<file path="config.mk">
export PLATFORM = sky130hd
export DESIGN_NAME = dcpmc_top
export DESIGN_NICKNAME = d
export VERILOG_FILES = /design/src/common/dcpmc_pkg.sv /design/src/design/dcpmc_top.sv
export SDC_FILE = /design/constraint.sdc
export NUM_CORES = 1
export LEC_CHECK = 0
export BUFFER_PORTS_ARGS = -buffer_cell sky130_fd_sc_hd__buf_2
export CAP_MARGIN = 20
export CORE_MARGIN = 4
export CORE_UTILIZATION = 35
export CTS_CLUSTER_DIAMETER = 80
export DETAILED_ROUTE_END_ITERATION = 7
export PLACE_DENSITY = 0.71
export SLEW_MARGIN = 15
export SYNTH_ARGS = -nofsm -noshare
export SYNTH_HDL_FRONTEND = slang
export SYNTH_SLANG_ARGS = --single-unit
export TNS_END_PERCENT = 30
</file>
<file path="constraint.sdc">
create_clock -name CLK_IN -period 3.8 [get_ports CLK_IN]
set_input_delay 0.57 -clock CLK_IN [delete_from_list [all_inputs] [get_ports CLK_IN]]
set_output_delay 0.57 -clock CLK_IN [all_outputs]
set_load 0.02 [all_outputs]
</file>
<file path="src/common/dcpmc_pkg.sv">
// ==========================================================
// Power and clock mode control constants
package dcpmc_pkg;
	// ==========================================================
	// Register map (byte addresses, one word each)
	localparam logic [7:0] ADR_CTRL = 8'h00; // Mode control
	localparam logic [7:0] ADR_STAT = 8'h04; // Status; writing one to S_ILL clears the illegal flag
	localparam logic [7:0] ADR_CMD = 8'h08; // Power save command
	// ==========================================================
	// Control register layout
	localparam logic [7:0] CTRL_RST = 8'h40; // Fast oscillator only
	localparam logic [7:0] CTRL_WMASK = 8'hF7; // Reserved bit held 0
	localparam int B_SLOW_ON = 7;
	localparam int B_FAST_ON = 6;
	localparam int B_IT_SLOW = 5;
	localparam int B_CORE_SLOW = 4;
	localparam int B_WIN_HI = 2;
	// ==========================================================
	// Legal upper nibbles: slow, fast, idle select, core select
	localparam logic [3:0] NIB_HS = 4'h4;
	localparam logic [3:0] NIB_HS_DC = 4'hC;
	localparam logic [3:0] NIB_DC = 4'hE;
	localparam logic [3:0] NIB_DC_LS = 4'hF;
	localparam logic [3:0] NIB_LS = 4'hB;
	// ==========================================================
	// Command register codes
	localparam logic [1:0] CMD_HALT = 2'h1;
	localparam logic [1:0] CMD_IDLE = 2'h2;
	// Status register layout
	localparam int S_MODE_LO = 0;
	localparam int S_PWR_LO = 2;
	localparam int S_ILL = 4;
	localparam int S_HALT_OK = 5;
	// ==========================================================
	// Idle timer
	localparam int TMR_W = 17; // Covers the 64k tap
	localparam int TAP_BASE = 12; // 4,096-cycle tap
	localparam logic [2:0] WIN_MAX = 3'h4; // Fifth window
	// ==========================================================
	// Clock modes and power states
	typedef enum logic [1:0] {
		MODE_HS = 2'b00,
		MODE_DUAL = 2'b01,
		MODE_LS = 2'b10
	} dcpmc_mode_t;
	typedef enum logic [1:0] {
		PWR_RUN = 2'b00,
		PWR_IDLE = 2'b01,
		PWR_HALT = 2'b10
	} dcpmc_pwr_t;
endpackage : dcpmc_pkg

</file>
<file path="src/design/dcpmc_top.sv">
// Register access over Wishbone and the address map were decided locally.
`timescale 1ns/10ps
module dcpmc_top #(
	parameter int IDLE_TAP_LSB = dcpmc_pkg::TAP_BASE // Lower to shorten idle windows
) (
	input wire logic CLK_IN, // 10 MHz
	input wire logic SRST_IN, // Synchronous, active high
	input wire logic WB_CYC_IN,
	input wire logic WB_STB_IN,
	input wire logic WB_WE_IN,
	input wire logic [7:0] WB_ADR_IN,
	input wire logic [3:0] WB_SEL_IN,
	input wire logic [31:0] WB_DAT_IN,
	output logic [31:0] WB_DAT_OUT,
	output logic WB_ACK_OUT,
	input wire logic HALT_OPTION_IN, // Non-volatile option, pin
	input wire logic WAKE_IN, // Wake-up request, pin
	input wire logic SLOW_TICK_IN, // Slow oscillator clock, pin
	output logic SLOW_OSC_EN_OUT,
	output logic FAST_OSC_EN_OUT,
	output logic IDLE_TIMER_SLOW_OUT,
	output logic CORE_SLOW_OUT,
	output logic CORE_CLK_EN_OUT,
	output logic FREEZE_OUT,
	output logic IDLE_TIMER_EVT_OUT,
	output logic SELF_RESET_OUT,
	output logic [1:0] MODE_OUT,
	output logic [1:0] PWR_STATE_OUT
);
	// ==========================================================
	// Pin synchronisers
	logic halt_opt_s1_ff; // First stage, read only by second
	logic halt_opt_ff;
	logic wake_s1_ff;
	logic wake_ff;
	logic slow_s1_ff;
	logic slow_ff;
	logic slow_d_ff; // Previous slow level for edge detect

	// Two flops before any logic reads a pin
	always_ff @(posedge CLK_IN) begin
		halt_opt_s1_ff <= HALT_OPTION_IN;
		halt_opt_ff <= halt_opt_s1_ff;
		wake_s1_ff <= WAKE_IN;
		wake_ff <= wake_s1_ff;
		slow_s1_ff <= SLOW_TICK_IN;
		slow_ff <= slow_s1_ff;
		slow_d_ff <= slow_ff;
	end

	// ==========================================================
	// Wishbone classic slave
	logic ack_ff; // Registered acknowledge
	logic [31:0] rdat_ff; // Registered read data
	logic [7:0] ctrl_ff; // Mode control register
	dcpmc_pkg::dcpmc_pwr_t pwr_ff; // Power save state
	logic ill_ff; // Sticky: last reset was an illegal write
	logic [dcpmc_pkg::TMR_W-1:0] it_cnt_ff; // Idle timer

	wire wb_req = WB_CYC_IN & WB_STB_IN;
	// One wait state: ack rises the cycle after the request
	wire wb_commit = wb_req & ack_ff;
	wire sel_ctrl = (WB_ADR_IN == dcpmc_pkg::ADR_CTRL);
	wire sel_stat = (WB_ADR_IN == dcpmc_pkg::ADR_STAT);
	wire sel_cmd = (WB_ADR_IN == dcpmc_pkg::ADR_CMD);
	wire wr_lane0 = wb_commit & WB_WE_IN & WB_SEL_IN[0];
	wire ctrl_wr = wr_lane0 & sel_ctrl;
	wire stat_wr = wr_lane0 & sel_stat;
	wire cmd_wr = wr_lane0 & sel_cmd;
	wire [7:0] wr_byte = WB_DAT_IN[7:0] & dcpmc_pkg::CTRL_WMASK;

	// ==========================================================
	// Legality of the written upper nibble
	wire [3:0] wr_nib = wr_byte[7:4];
	// Checked on the written value, before it reaches the selects
	wire nib_legal = (wr_nib == dcpmc_pkg::NIB_HS) |
		(wr_nib == dcpmc_pkg::NIB_HS_DC) |
		(wr_nib == dcpmc_pkg::NIB_DC) |
		(wr_nib == dcpmc_pkg::NIB_DC_LS) |
		(wr_nib == dcpmc_pkg::NIB_LS);
	wire ill_wr = ctrl_wr & ~nib_legal;
	// Internal reset: pin reset or illegal write
	wire any_rst = SRST_IN | ill_wr;

	// ==========================================================
	// Clock mode decode
	wire it_slow_bit = ctrl_ff[dcpmc_pkg::B_IT_SLOW];
	wire core_slow_bit = ctrl_ff[dcpmc_pkg::B_CORE_SLOW];
	// Invalid 0/1 pair is in no legal nibble and is never stored; it would be forced slow
	wire force_slow = ~it_slow_bit & core_slow_bit;
	wire it_slow = it_slow_bit | force_slow;
	wire core_slow = core_slow_bit;
	dcpmc_pkg::dcpmc_mode_t mode;
	// Mode from the two select bits
	assign mode = (it_slow & core_slow) ? dcpmc_pkg::MODE_LS :
		it_slow ? dcpmc_pkg::MODE_DUAL :
		dcpmc_pkg::MODE_HS;

	// ==========================================================
	// Power save state
	wire is_halt = (pwr_ff == dcpmc_pkg::PWR_HALT);
	wire is_idle = (pwr_ff == dcpmc_pkg::PWR_IDLE);
	wire is_run = (pwr_ff == dcpmc_pkg::PWR_RUN);
	wire halt_req = cmd_wr & (WB_DAT_IN[1:0] == dcpmc_pkg::CMD_HALT) & halt_opt_ff;
	wire idle_req = cmd_wr & (WB_DAT_IN[1:0] == dcpmc_pkg::CMD_IDLE);

	// ==========================================================
	// Idle timer window tap
	wire [2:0] win_sel = ctrl_ff[dcpmc_pkg::B_WIN_HI:0];
	// Codes above the fifth window fall back to the longest tap
	wire [2:0] win_eff = (win_sel > dcpmc_pkg::WIN_MAX) ? dcpmc_pkg::WIN_MAX : win_sel;
	wire [4:0] tap_idx = 5'(IDLE_TAP_LSB) + {2'h0, win_eff};
	wire tap_bit = it_cnt_ff[tap_idx];
	logic tap_d_ff; // Tap value one cycle ago
	logic evt_ff; // Registered window event
	// Timer stops in halt; runs in run and idle
	wire slow_edge = slow_ff & ~slow_d_ff;
	wire it_tick = ~is_halt & (it_slow ? slow_edge : ctrl_ff[dcpmc_pkg::B_FAST_ON]);
	wire tap_evt = tap_bit ^ tap_d_ff;

	// Next power state
	dcpmc_pkg::dcpmc_pwr_t nxt_pwr;
	always_comb begin
		nxt_pwr = pwr_ff;
		case (pwr_ff)
			// Requests only taken while running
			dcpmc_pkg::PWR_RUN: begin
				if (halt_req) begin
					nxt_pwr = dcpmc_pkg::PWR_HALT;
				end else if (idle_req) begin
					nxt_pwr = dcpmc_pkg::PWR_IDLE;
				end
			end
			// Idle ends on window event or wake-up
			dcpmc_pkg::PWR_IDLE: begin
				if (tap_evt | wake_ff) begin
					nxt_pwr = dcpmc_pkg::PWR_RUN;
				end
			end
			// Halt ends only on wake-up or reset
			dcpmc_pkg::PWR_HALT: begin
				if (wake_ff) begin
					nxt_pwr = dcpmc_pkg::PWR_RUN;
				end
			end
			default: begin
				nxt_pwr = dcpmc_pkg::PWR_RUN;
			end
		endcase
	end

	// ==========================================================
	// Register processes
	// Acknowledge and read data
	wire [31:0] stat_word = {26'h0, halt_opt_ff, ill_ff, pwr_ff, mode};
	wire [31:0] rd_mux = sel_ctrl ? {24'h0, ctrl_ff} :
		sel_stat ? stat_word :
		32'h0; // Unmapped and command read as zero
	always_ff @(posedge CLK_IN) begin
		if (SRST_IN) begin
			ack_ff <= 1'b0;
			rdat_ff <= 32'h0;
		end else begin
			ack_ff <= wb_req & ~ack_ff;
			if (wb_req & ~ack_ff) begin
				rdat_ff <= rd_mux;
			end
		end
	end

	// Control register; any reset restores fast-only state
	always_ff @(posedge CLK_IN) begin
		if (any_rst) begin
			ctrl_ff <= dcpmc_pkg::CTRL_RST;
		end else if (ctrl_wr) begin
			ctrl_ff <= wr_byte;
		end
	end

	// Power state
	always_ff @(posedge CLK_IN) begin
		if (any_rst) begin
			pwr_ff <= dcpmc_pkg::PWR_RUN;
		end else begin
			pwr_ff <= nxt_pwr;
		end
	end

	// Sticky illegal flag, set wins over write-one clear
	always_ff @(posedge CLK_IN) begin
		if (SRST_IN) begin
			ill_ff <= 1'b0;
		end else if (ill_wr) begin
			ill_ff <= 1'b1;
		end else if (stat_wr & WB_DAT_IN[dcpmc_pkg::S_ILL]) begin
			ill_ff <= 1'b0;
		end
	end

	// Idle timer cleared by the pin reset only; a self reset leaves it counting
	always_ff @(posedge CLK_IN) begin
		if (SRST_IN) begin
			it_cnt_ff <= '0;
			tap_d_ff <= 1'b0;
			evt_ff <= 1'b0;
		end else begin
			if (it_tick) begin
				it_cnt_ff <= it_cnt_ff + 1'b1;
			end
			tap_d_ff <= tap_bit;
			evt_ff <= tap_evt;
		end
	end

	// Self reset pulse
	logic srst_pulse_ff;
	always_ff @(posedge CLK_IN) begin
		if (SRST_IN) begin
			srst_pulse_ff <= 1'b0;
		end else begin
			srst_pulse_ff <= ill_wr;
		end
	end

	// ==========================================================
	// Outputs; halt stops both oscillators
	assign SLOW_OSC_EN_OUT = ctrl_ff[dcpmc_pkg::B_SLOW_ON] & ~is_halt;
	assign FAST_OSC_EN_OUT = ctrl_ff[dcpmc_pkg::B_FAST_ON] & ~is_halt;
	assign IDLE_TIMER_SLOW_OUT = it_slow;
	assign CORE_SLOW_OUT = core_slow;
	assign CORE_CLK_EN_OUT = is_run;
	assign FREEZE_OUT = ~is_run;
	assign IDLE_TIMER_EVT_OUT = evt_ff;
	assign SELF_RESET_OUT = srst_pulse_ff;
	assign MODE_OUT = mode;
	assign PWR_STATE_OUT = pwr_ff;
	assign WB_ACK_OUT = ack_ff;
	assign WB_DAT_OUT = rdat_ff;
endmodule : dcpmc_top

</file>
# Word level (Yosys, flattened, before mapping)
# Cells that the tools add are included.
[totals] reg_bits=70 latchBits=0 mem_bits_rw=0 rom_bits=0 output_inout_bits=45 word_cells=86 memories=0
[op_classes] addsub=2 n_mul=0 n_div=0 n_lt_le_gt_ge=2 eq_ne=14 shifts=0 mux=15 bitwise_logic=33 n_reduce_logical=4
[op_table] operator="$and A1 B1 Y1" n=19
[op_table] operator="$add A17 B1 Y17 const B" n=1
[op_table] operator="$eq A4 B4 Y1 const B" n=4
[op_table] operator="$mux W2" n=5
[op_table] operator="$eq A8 B3 Y1 const B" n=1
[op_table] operator="$eq A8 B4 Y1 const B" n=1
[op_table] operator="$logic_not A8 Y1" n=1
[op_table] operator="$mux W8" n=1
[op_table] operator="$or A1 B1 Y1" n=7
[op_table] operator="$lt A5 B6 Y1 const B" n=1
[op_table] operator="$mux W6" n=1
[op_table] operator="$not A1 Y1" n=6
[op_table] operator="$pmux W2 S3" n=1
[op_table] operator="$add A4 B3 Y5 const A" n=1
[op_table] operator="$bmux W1 S5" n=1
[op_table] operator="$mux W1" n=5
[op_table] operator="$eq A2 B1 Y1 const B" n=2
[op_table] operator="$eq A2 B2 Y1 const B" n=2
[op_table] operator="$eq A4 B3 Y1 const B" n=1
[op_table] operator="$gt A3 B3 Y1 const B" n=1
[op_table] operator="$mux W3" n=1
[op_table] operator="$ne A3 B1 Y1 const B" n=1
[op_table] operator="$reduce_and A3 Y1" n=1
[op_table] operator="$logic_not A2 Y1" n=1
[op_table] operator="4 further kinds" n=4

# Depth between registers and ports, before layout
# Gate-level depths: netlist of run 1.
[depth] depth_word=9 ltp_mapped=6

# Least setup slack after synthesis of run 1
# No wires, ideal clock.
[synth_path] path_type="input-to-reg" start="input port WB_ADR_IN[1]" end="register pwr_ff[1] (netlist: PWR_STATE_OUT[1])" setup_time_ns=0.137 arrival_ns=1.957 required_time_ns=3.663 path_slack_ns=1.705 cell_stages=6 path_cell_list="nor4_1 > nand4_1 > nor3_2 > a21o_1 > buf_2 > a211oi_1"
[synth_between] elab_chain_len=6 elab_cells_between_ends=13
[synth_lines] element="start: declaration" line="dcpmc_top.sv:11" text="input wire logic [7:0] WB_ADR_IN,"
[synth_lines] element="$eq A8 B4 Y1" line="dcpmc_top.sv:65" text="wire sel_cmd = (WB_ADR_IN == dcpmc_pkg::ADR_CMD);"
[synth_lines] element="$and A1 B1 Y1" line="dcpmc_top.sv:69" text="wire cmd_wr = wr_lane0 & sel_cmd;"
[synth_lines] element="$and A1 B1 Y1 (2 in series)" line="dcpmc_top.sv:104" text="wire halt_req = cmd_wr & (WB_DAT_IN[1:0] == dcpmc_pkg::CMD_HALT) & halt_opt_ff;"
[synth_lines] element="$ne A3 B1 Y1 (no source line) / $mux W2 (equally long branches)"
[synth_lines] element="$reduce_and A3 Y1 (no source line) / $pmux W2 S3 (equally long branches)"
[synth_lines] element="end signal: assignment" line="dcpmc_top.sv:183" text="pwr_ff <= dcpmc_pkg::PWR_RUN;"
[synth_lines] element="end signal: assignment" line="dcpmc_top.sv:185" text="pwr_ff <= nxt_pwr;"
[synth_lines] element="end: declaration" line="dcpmc_top.sv:56" text="dcpmc_pkg::dcpmc_pwr_t pwr_ff;"
# Parallel ways exist; a longest one is shown, timed or not.
# A chain may end at the register's enable or synchronous reset.

# Worst setup path in the final report of run 1
# Same ends and word-level chain as after synthesis.

==> metrics.txt, run 1 <==
Final Skew=0.00689 ns; CTS root buf=clkbuf_8; Max-Cap Viols=0; H-tree depth=2; Primary FF master, synth=dfxtp_1; syn avg cell area=8.90 sq um; Worst setup EP type=flop; Worst Hold Path Cells=0; Setup Fix Bufs, Post-CTS=0; final setup fails=0; Pwr Density=354 nW/um^2; Hold WC Path Type=flop to flop; post-route ant nets=0; final worst-path cycle share=0.573; worst setup margin=1.62 ns; largest net degree at the start of global routing=33; Clock Latency Late Sink=0.30 ns; site row count=28; DR DRC count=0; Reg2Reg Depth=4; top cell type's share of synthesized area=0.428; TritonCTS sink count=46; critical path fanouts, max=10; routed length per instance=11.6 um; Worst EP required=3.98 ns; first-pass GRT wire length=7.01 mm; GP Congestion=0.765; Post-synth ARST share=0; Multi-input gate area=1080 sq um; Clock Pin Slew Worst Setup and Hold Paths=0.08 ns; fmax=460 MHz; CTS Buf Count=5; Syn-to-layout area delta=12.8%; Hold-fix buffers, CTS=0; Vias=1777; vias in the first global route=1608; worst setup path start=WB_ADR_IN[1]; outcome=complete, no violations; fin crit period=2.18 ns; Die Ht=86.4 um; Final Util=0.408; fill cell count=612; synthesized area=2150 sq um; Crit path arrival time=2.36 ns; Slew Viols, Final=0; initial drt markers=64; CTS tree=yes; Antenna Cells=0; layout cell share with drive strength beyond 1=0.229; Detail Placement HPWL=3.14 mm; synth top area cells=dfxtp_1 43%, buf_4 8.7%, nor2_1 5.2%; sequential fraction of the synthesis area=0.428; die span in x=86.4 um; Core ar.=5960 sq um; kind of critical path=input pin to flop; Final Hold Viols=0; Synth Register Bits=46; max_slew headroom=0.486; port bufs=44; YS warnings=0; Die Area=7470 sq um; Vias/cell=4.95; Setup TNS Final=0 ns; Max Buffers Root-to-Sink=2; GRT Total Usage=0.113; EDFF count, synth=0; dpl ws=1.28 ns; Hold Crit Start=slow_s1_ff; total leakage power=0.000984 uW; total grt overflow=0; register area=921 sq um; final wirelength=4.16 mm; Starting Density=0.362; distinct cell type count after synthesis=46; Synth Instances=242; # resized after CTS=0; RSZ-0062 raised after global routing=false; DRT Pass-1 Iters=4; Final #Nets=336; RR Startpoint=ctrl_ff[1]; antenna violations before repair=0; io pins=97; Worst R2R Setup Slack=1.67 ns; Startpoint Class=input pin; post-synth top area cell=dfxtp_1; Overall Power=860 uW; Least-Margin Pin Slew=0.762 ns; Peak VDD IR=0.221 mV
cell usage after synthesis (6+ instances only):
master    number
mux2i_1        8
inv_1          6
clkbuf_1       6
buf_4         25
a22oi_1        7
nand3_1        7
a21oi_1       16
dfxtp_1       46
mux2_2         7
nor2_1        30
o21ai_0       13
nand2_1        8
or3_1         10
final timing paths:
check | to
setup / recovery | PWR_STATE_OUT[1]
hold / removal | slow_ff
setup reg to reg | PWR_STATE_OUT[0]
hold reg to reg | slow_ff
final cells by class:
| cell class | instances | area share |
|---|---|---|
| Clock buffer | 6 | 0.0340 |
| Clock inverter | 2 | 0.00515 |
| Inverter | 6 | 0.00927 |
| Multi-Input combinational cell | 180 | 0.443 |
| Sequential cell | 46 | 0.379 |
| Tap cell | 75 | 0.0386 |
| Timing Repair Buffer | 44 | 0.0906 |
metrics by stage:
stage | std cells | area, sq um | hold WS [ns]
2_1_floorplan | 265 | 2240 | 0.310
3_5_place_dp | 351 | 2330 | 0.314
3_3_place_gp | 351 | 2330 | 0.311
6_report | 359 | 2430 | 0.333
4_1_cts | 359 | 2430 | 0.333
5_1_grt | 359 | 2430 | 0.348
placed cells by master, fill, tap and decap left out, drive strengths merged, types with 4 or more instances in the layout:
| cell | count |
|---|---|
| a21oi | 16 |
| a22oi | 7 |
| buf | 44 |
| clkbuf | 6 |
| conb | 24 |
| dfxtp | 46 |
| inv | 6 |
| mux2 | 7 |
| mux2i | 8 |
| nand2 | 8 |
| nand2b | 4 |
| nand3 | 7 |
| nor2 | 31 |
| nor2b | 4 |
| o21ai | 13 |
| or3 | 10 |
sequential cells by signal, summed over array words and instances (netlist names), 2 cells and up:
signal	flops
it_cnt_ff	17
WB_DAT_OUT	8
ctrl_ff	7
PWR_STATE_OUT	2
power by group:
group          total, uW  leakage (uW)  internal, uW  switching, uW
logic               60.6      0.000563          17.2           43.4
registers            493      0.000374           489           3.91
clock network        307     0.0000472           146            161
logic make-up after synthesis:
| logic type | synth area share |
|---|---|
| simple gates | 0.229 |
| mux | 0.0738 |
| buf+inv | 0.112 |
| fa+ha+maj | 0.00581 |
| xor+xnor | 0.0163 |
| other cells | 0.00174 |
| flops | 0.428 |
| compound gates | 0.134 |
worst max-delay path, cell delays in order:
cell      delay, ns
buf_2          0.09
nor4_1         0.33
nand4_1        0.24
nor3_2         0.64
a21o_1         0.40
a211oi_1       0.08
layer usage:
layer  GRT usage  vias up  routed length [um]
met5           0        -                   0
met4      0.0411        0                  39
met3      0.0238        5                 324
met2       0.198       66                1940
met1       0.136      818                1850
li1            -      888                   -
Note: power is estimated with default switching activity, not from simulation.
==> run 2: changes to the inputs <==
--- a/config.mk
+++ b/config.mk
@@ -5,13 +5,14 @@
 export SDC_FILE = /design/constraint.sdc
 export NUM_CORES = 1
 export LEC_CHECK = 0
+export ABC_AREA = 1
 export BUFFER_PORTS_ARGS = -buffer_cell sky130_fd_sc_hd__buf_2
 export CAP_MARGIN = 20
 export CORE_MARGIN = 4
 export CORE_UTILIZATION = 35
 export CTS_CLUSTER_DIAMETER = 80
 export DETAILED_ROUTE_END_ITERATION = 7
-export PLACE_DENSITY = 0.71
+export PLACE_DENSITY = 0.73
 export SLEW_MARGIN = 15
 export SYNTH_ARGS = -nofsm -noshare
 export SYNTH_HDL_FRONTEND = slang
==> constraint.sdc (replaced) <==
create_clock -name CLK_IN -period 1.9 [get_ports CLK_IN]
set_input_delay 0.285 -clock CLK_IN [delete_from_list [all_inputs] [get_ports CLK_IN]]
set_output_delay 0.285 -clock CLK_IN [all_outputs]
set_load 0.02 [all_outputs]
==> run 2 against run 1 <==
Against the previous run: sequential share of layout area decreased by 2.9 points; hold slack got worse by 0.26 ns; core utilization increased by 0.68 points; via count increased by 16%; synthesized cell count increased by 31%; critical path depth decreased by 3; global-route usage increased by 1.8 points; combinational power increased to 3.1 times the previous value; largest power group unchanged; highest routed layer unchanged.
==> metrics.txt, run 2 <==
Max Buffers Root-to-Sink=2; Switching Share=0.270; worst setup path start=PWR_STATE_OUT[0]; Worst setup EP type=output pin; Synth Area in Compound Gates=0.111; fin crit period=1.59 ns; dpl ws=0.331 ns; DR DRC count=0; most common cell after layout, fill and taps aside=nand2_1; Simple-Gate Fraction of Synth Area=0.307; Vias/cell=4.66; Die Area=7920 sq um; Peak VDD IR=0.507 mV; Pwr Density=699 nW/um^2; Hold WC Path Type=input pin to flop; Setup TNS Final=0 ns; Detail Placement HPWL=3.82 mm; RR Startpoint=PWR_STATE_OUT[0]; port bufs=44; final setup fails=0; Worst Setup EP=CORE_CLK_EN_OUT; Inst Count DP=436; Max-Cap Viols=0; EDFF count, synth=0; XOR/XNOR Fraction of Synth Area=0.0191; sequential fraction of the synthesis area=0.401; post-synth top area cell=dfxtp_1; combinational power share=0.101; crit-path cells=buf_4 > nor2_1 > buf_2; Synth Instances=316; fmax=627 MHz; Final Skew=0.00818 ns; Starting Density=0.361; largest family of logic cells by synthesized area=simple AND/OR/NAND/NOR gates; layout cell share with drive strength beyond 1=0.213; worst setup margin=0.306 ns; Startpoint Class=flop; most frequent cells in the layout=70 x nand2_1, 46 x dfxtp_1, 44 x buf_2; site row count=29; post-route ant nets=0; Final Hold Viols=0; max reg flops=17; routed length per instance=11.3 um; Worst R2R Setup Slack=0.31 ns; reg-to-reg endpoint=it_cnt_ff[13]; initial drt markers=157; H-tree depth=2; critical path fanouts, max=5; GP Congestion=0.863; largest net degree at the start of global routing=19; Core ar.=6350 sq um; Worst EP required=1.62 ns; Hold-fix buffers, CTS=0; kind of critical path=flop to output pin; Clock power frac=0.356; area share of fa/ha/maj cells after synthesis=0.00545; syn avg cell area=7.26 sq um; Least-Margin Pin Slew=0.571 ns; DRT Pass-1 Iters=4; Reg power frac=0.543; Crit path arrival time=1.31 ns; final wirelength=5.03 mm; Post-synth ARST share=0; CTS Buf Count=5; synth top area cells=dfxtp_1 40%, nand2_1 11%, buf_4 7.9%; Setup Fix Bufs, Post-CTS=0; Placed Instance Area=2530 sq um; antenna violations before repair=0; io pins=97; Reg2Reg Depth=11; synthesized area=2290 sq um; Clock Latency Late Sink=0.31 ns; Final #Nets=419; Primary FF master, synth=dfxtp_1; top cell type's share of synthesized area=0.401; GRT Total Usage=0.131; TritonCTS sink count=46; Syn-to-layout area delta=14.8%; Overall Power=1840 uW; post-synthesis mux area share=0; final worst-path cycle share=0.839; first-pass GRT wire length=8.23 mm; largest reg by FF count=it_cnt_ff; most common cell in the netlist=nand2_1; RSZ-0062 raised after global routing=false; Finished Cell Area=2630 sq um; # resized after CTS=0; Antenna Cells=0; distinct cell type count after synthesis=33; CTS tree=yes; CTS root buf=clkbuf_8; Die Ht=89.0 um; Clock Pin Slew Worst Setup and Hold Paths=0.09 ns; Cell Count, Final, Fillers Out=444; top cell types by occurrence after synthesis=70 x nand2_1, 46 x dfxtp_1, 35 x inv_1; Int Power=1340 uW; max_slew headroom=0.616; CP peak stage delay=0.33 ns; total grt overflow=0; Net Sw Power=498 uW; CP max stage cell=dfxtp_1; die span in x=89.0 um; total leakage power=0.00121 uW; Vias=2068; vias in the first global route=1909; YS warnings=0; Slew Viols, Final=0; Synth Register Bits=46; outcome=complete, no violations
## run 2: cell types whose count changed after synthesis, sizes merged, moves of 8 or more
cell and change:
or3 -10, mux2i -8, inv +35, nand2 +67
a21oi +9, nand3 +17
## run 2: cell type report
class,count,area [sq um]
clock inverters,2,16.3
repair buffers,49,258
fillers,636,3720
well taps,77,96.3
flip-flops and latches,46,921
inverters,41,154
multi-input cells,223,1110
clock buffers,6,82.6
## run 2: cells by family after synthesis
group	Yosys count
AO/OA/AOI/OAI	46
XOR/XNOR	5
adder cells (fa/ha/maj)	1
buffers and inverters	70
flip-flops	46
other	1
AND/OR/NAND/NOR	147
## run 2: critical path: cells and delay by family (launching register included)
kind / cells / cell delay, ns
buffers and inverters: 2 / 0.38
DFF: 1 / 0.33
and+or+nand+nor: 1 / 0.29
## run 2: how the worst min path moves through the flow
stage                              start          end  cells past startpoint
after detailed placement      wake_s1_ff      wake_ff                      0
after CTS                   SLOW_TICK_IN   slow_s1_ff                      1
final                       SLOW_TICK_IN   slow_s1_ff                      1
after floorplan           halt_opt_s1_ff  halt_opt_ff                      0
after global routing        SLOW_TICK_IN   slow_s1_ff                      1
after global placement        wake_s1_ff      wake_ff                      0
## run 2: power by group through the flow
stage	logic (uW)	registers, uW	clock network (uW)
6_report	185	1000	655
2_1_floorplan	145	1040	0
5_1_grt	207	1000	696
3_3_place_gp	180	1020	0
3_5_place_dp	183	1020	0
4_1_cts	184	1000	669
## run 2: metrics by stage
stage	util	hold slack, ns
CTS	0.415	0.0624
global route	0.415	0.0591
global placement	0.399	0.310
detailed placement	0.399	0.312
finish	0.415	0.0716
floorplan	-	0.310
## run 2: per-layer routing
layer / track usage / wire, um
met1: 0.152 / 2130
met2: 0.233 / 2390
met3: 0.0341 / 383
met4: 0.0474 / 125
met5: 0 / 0
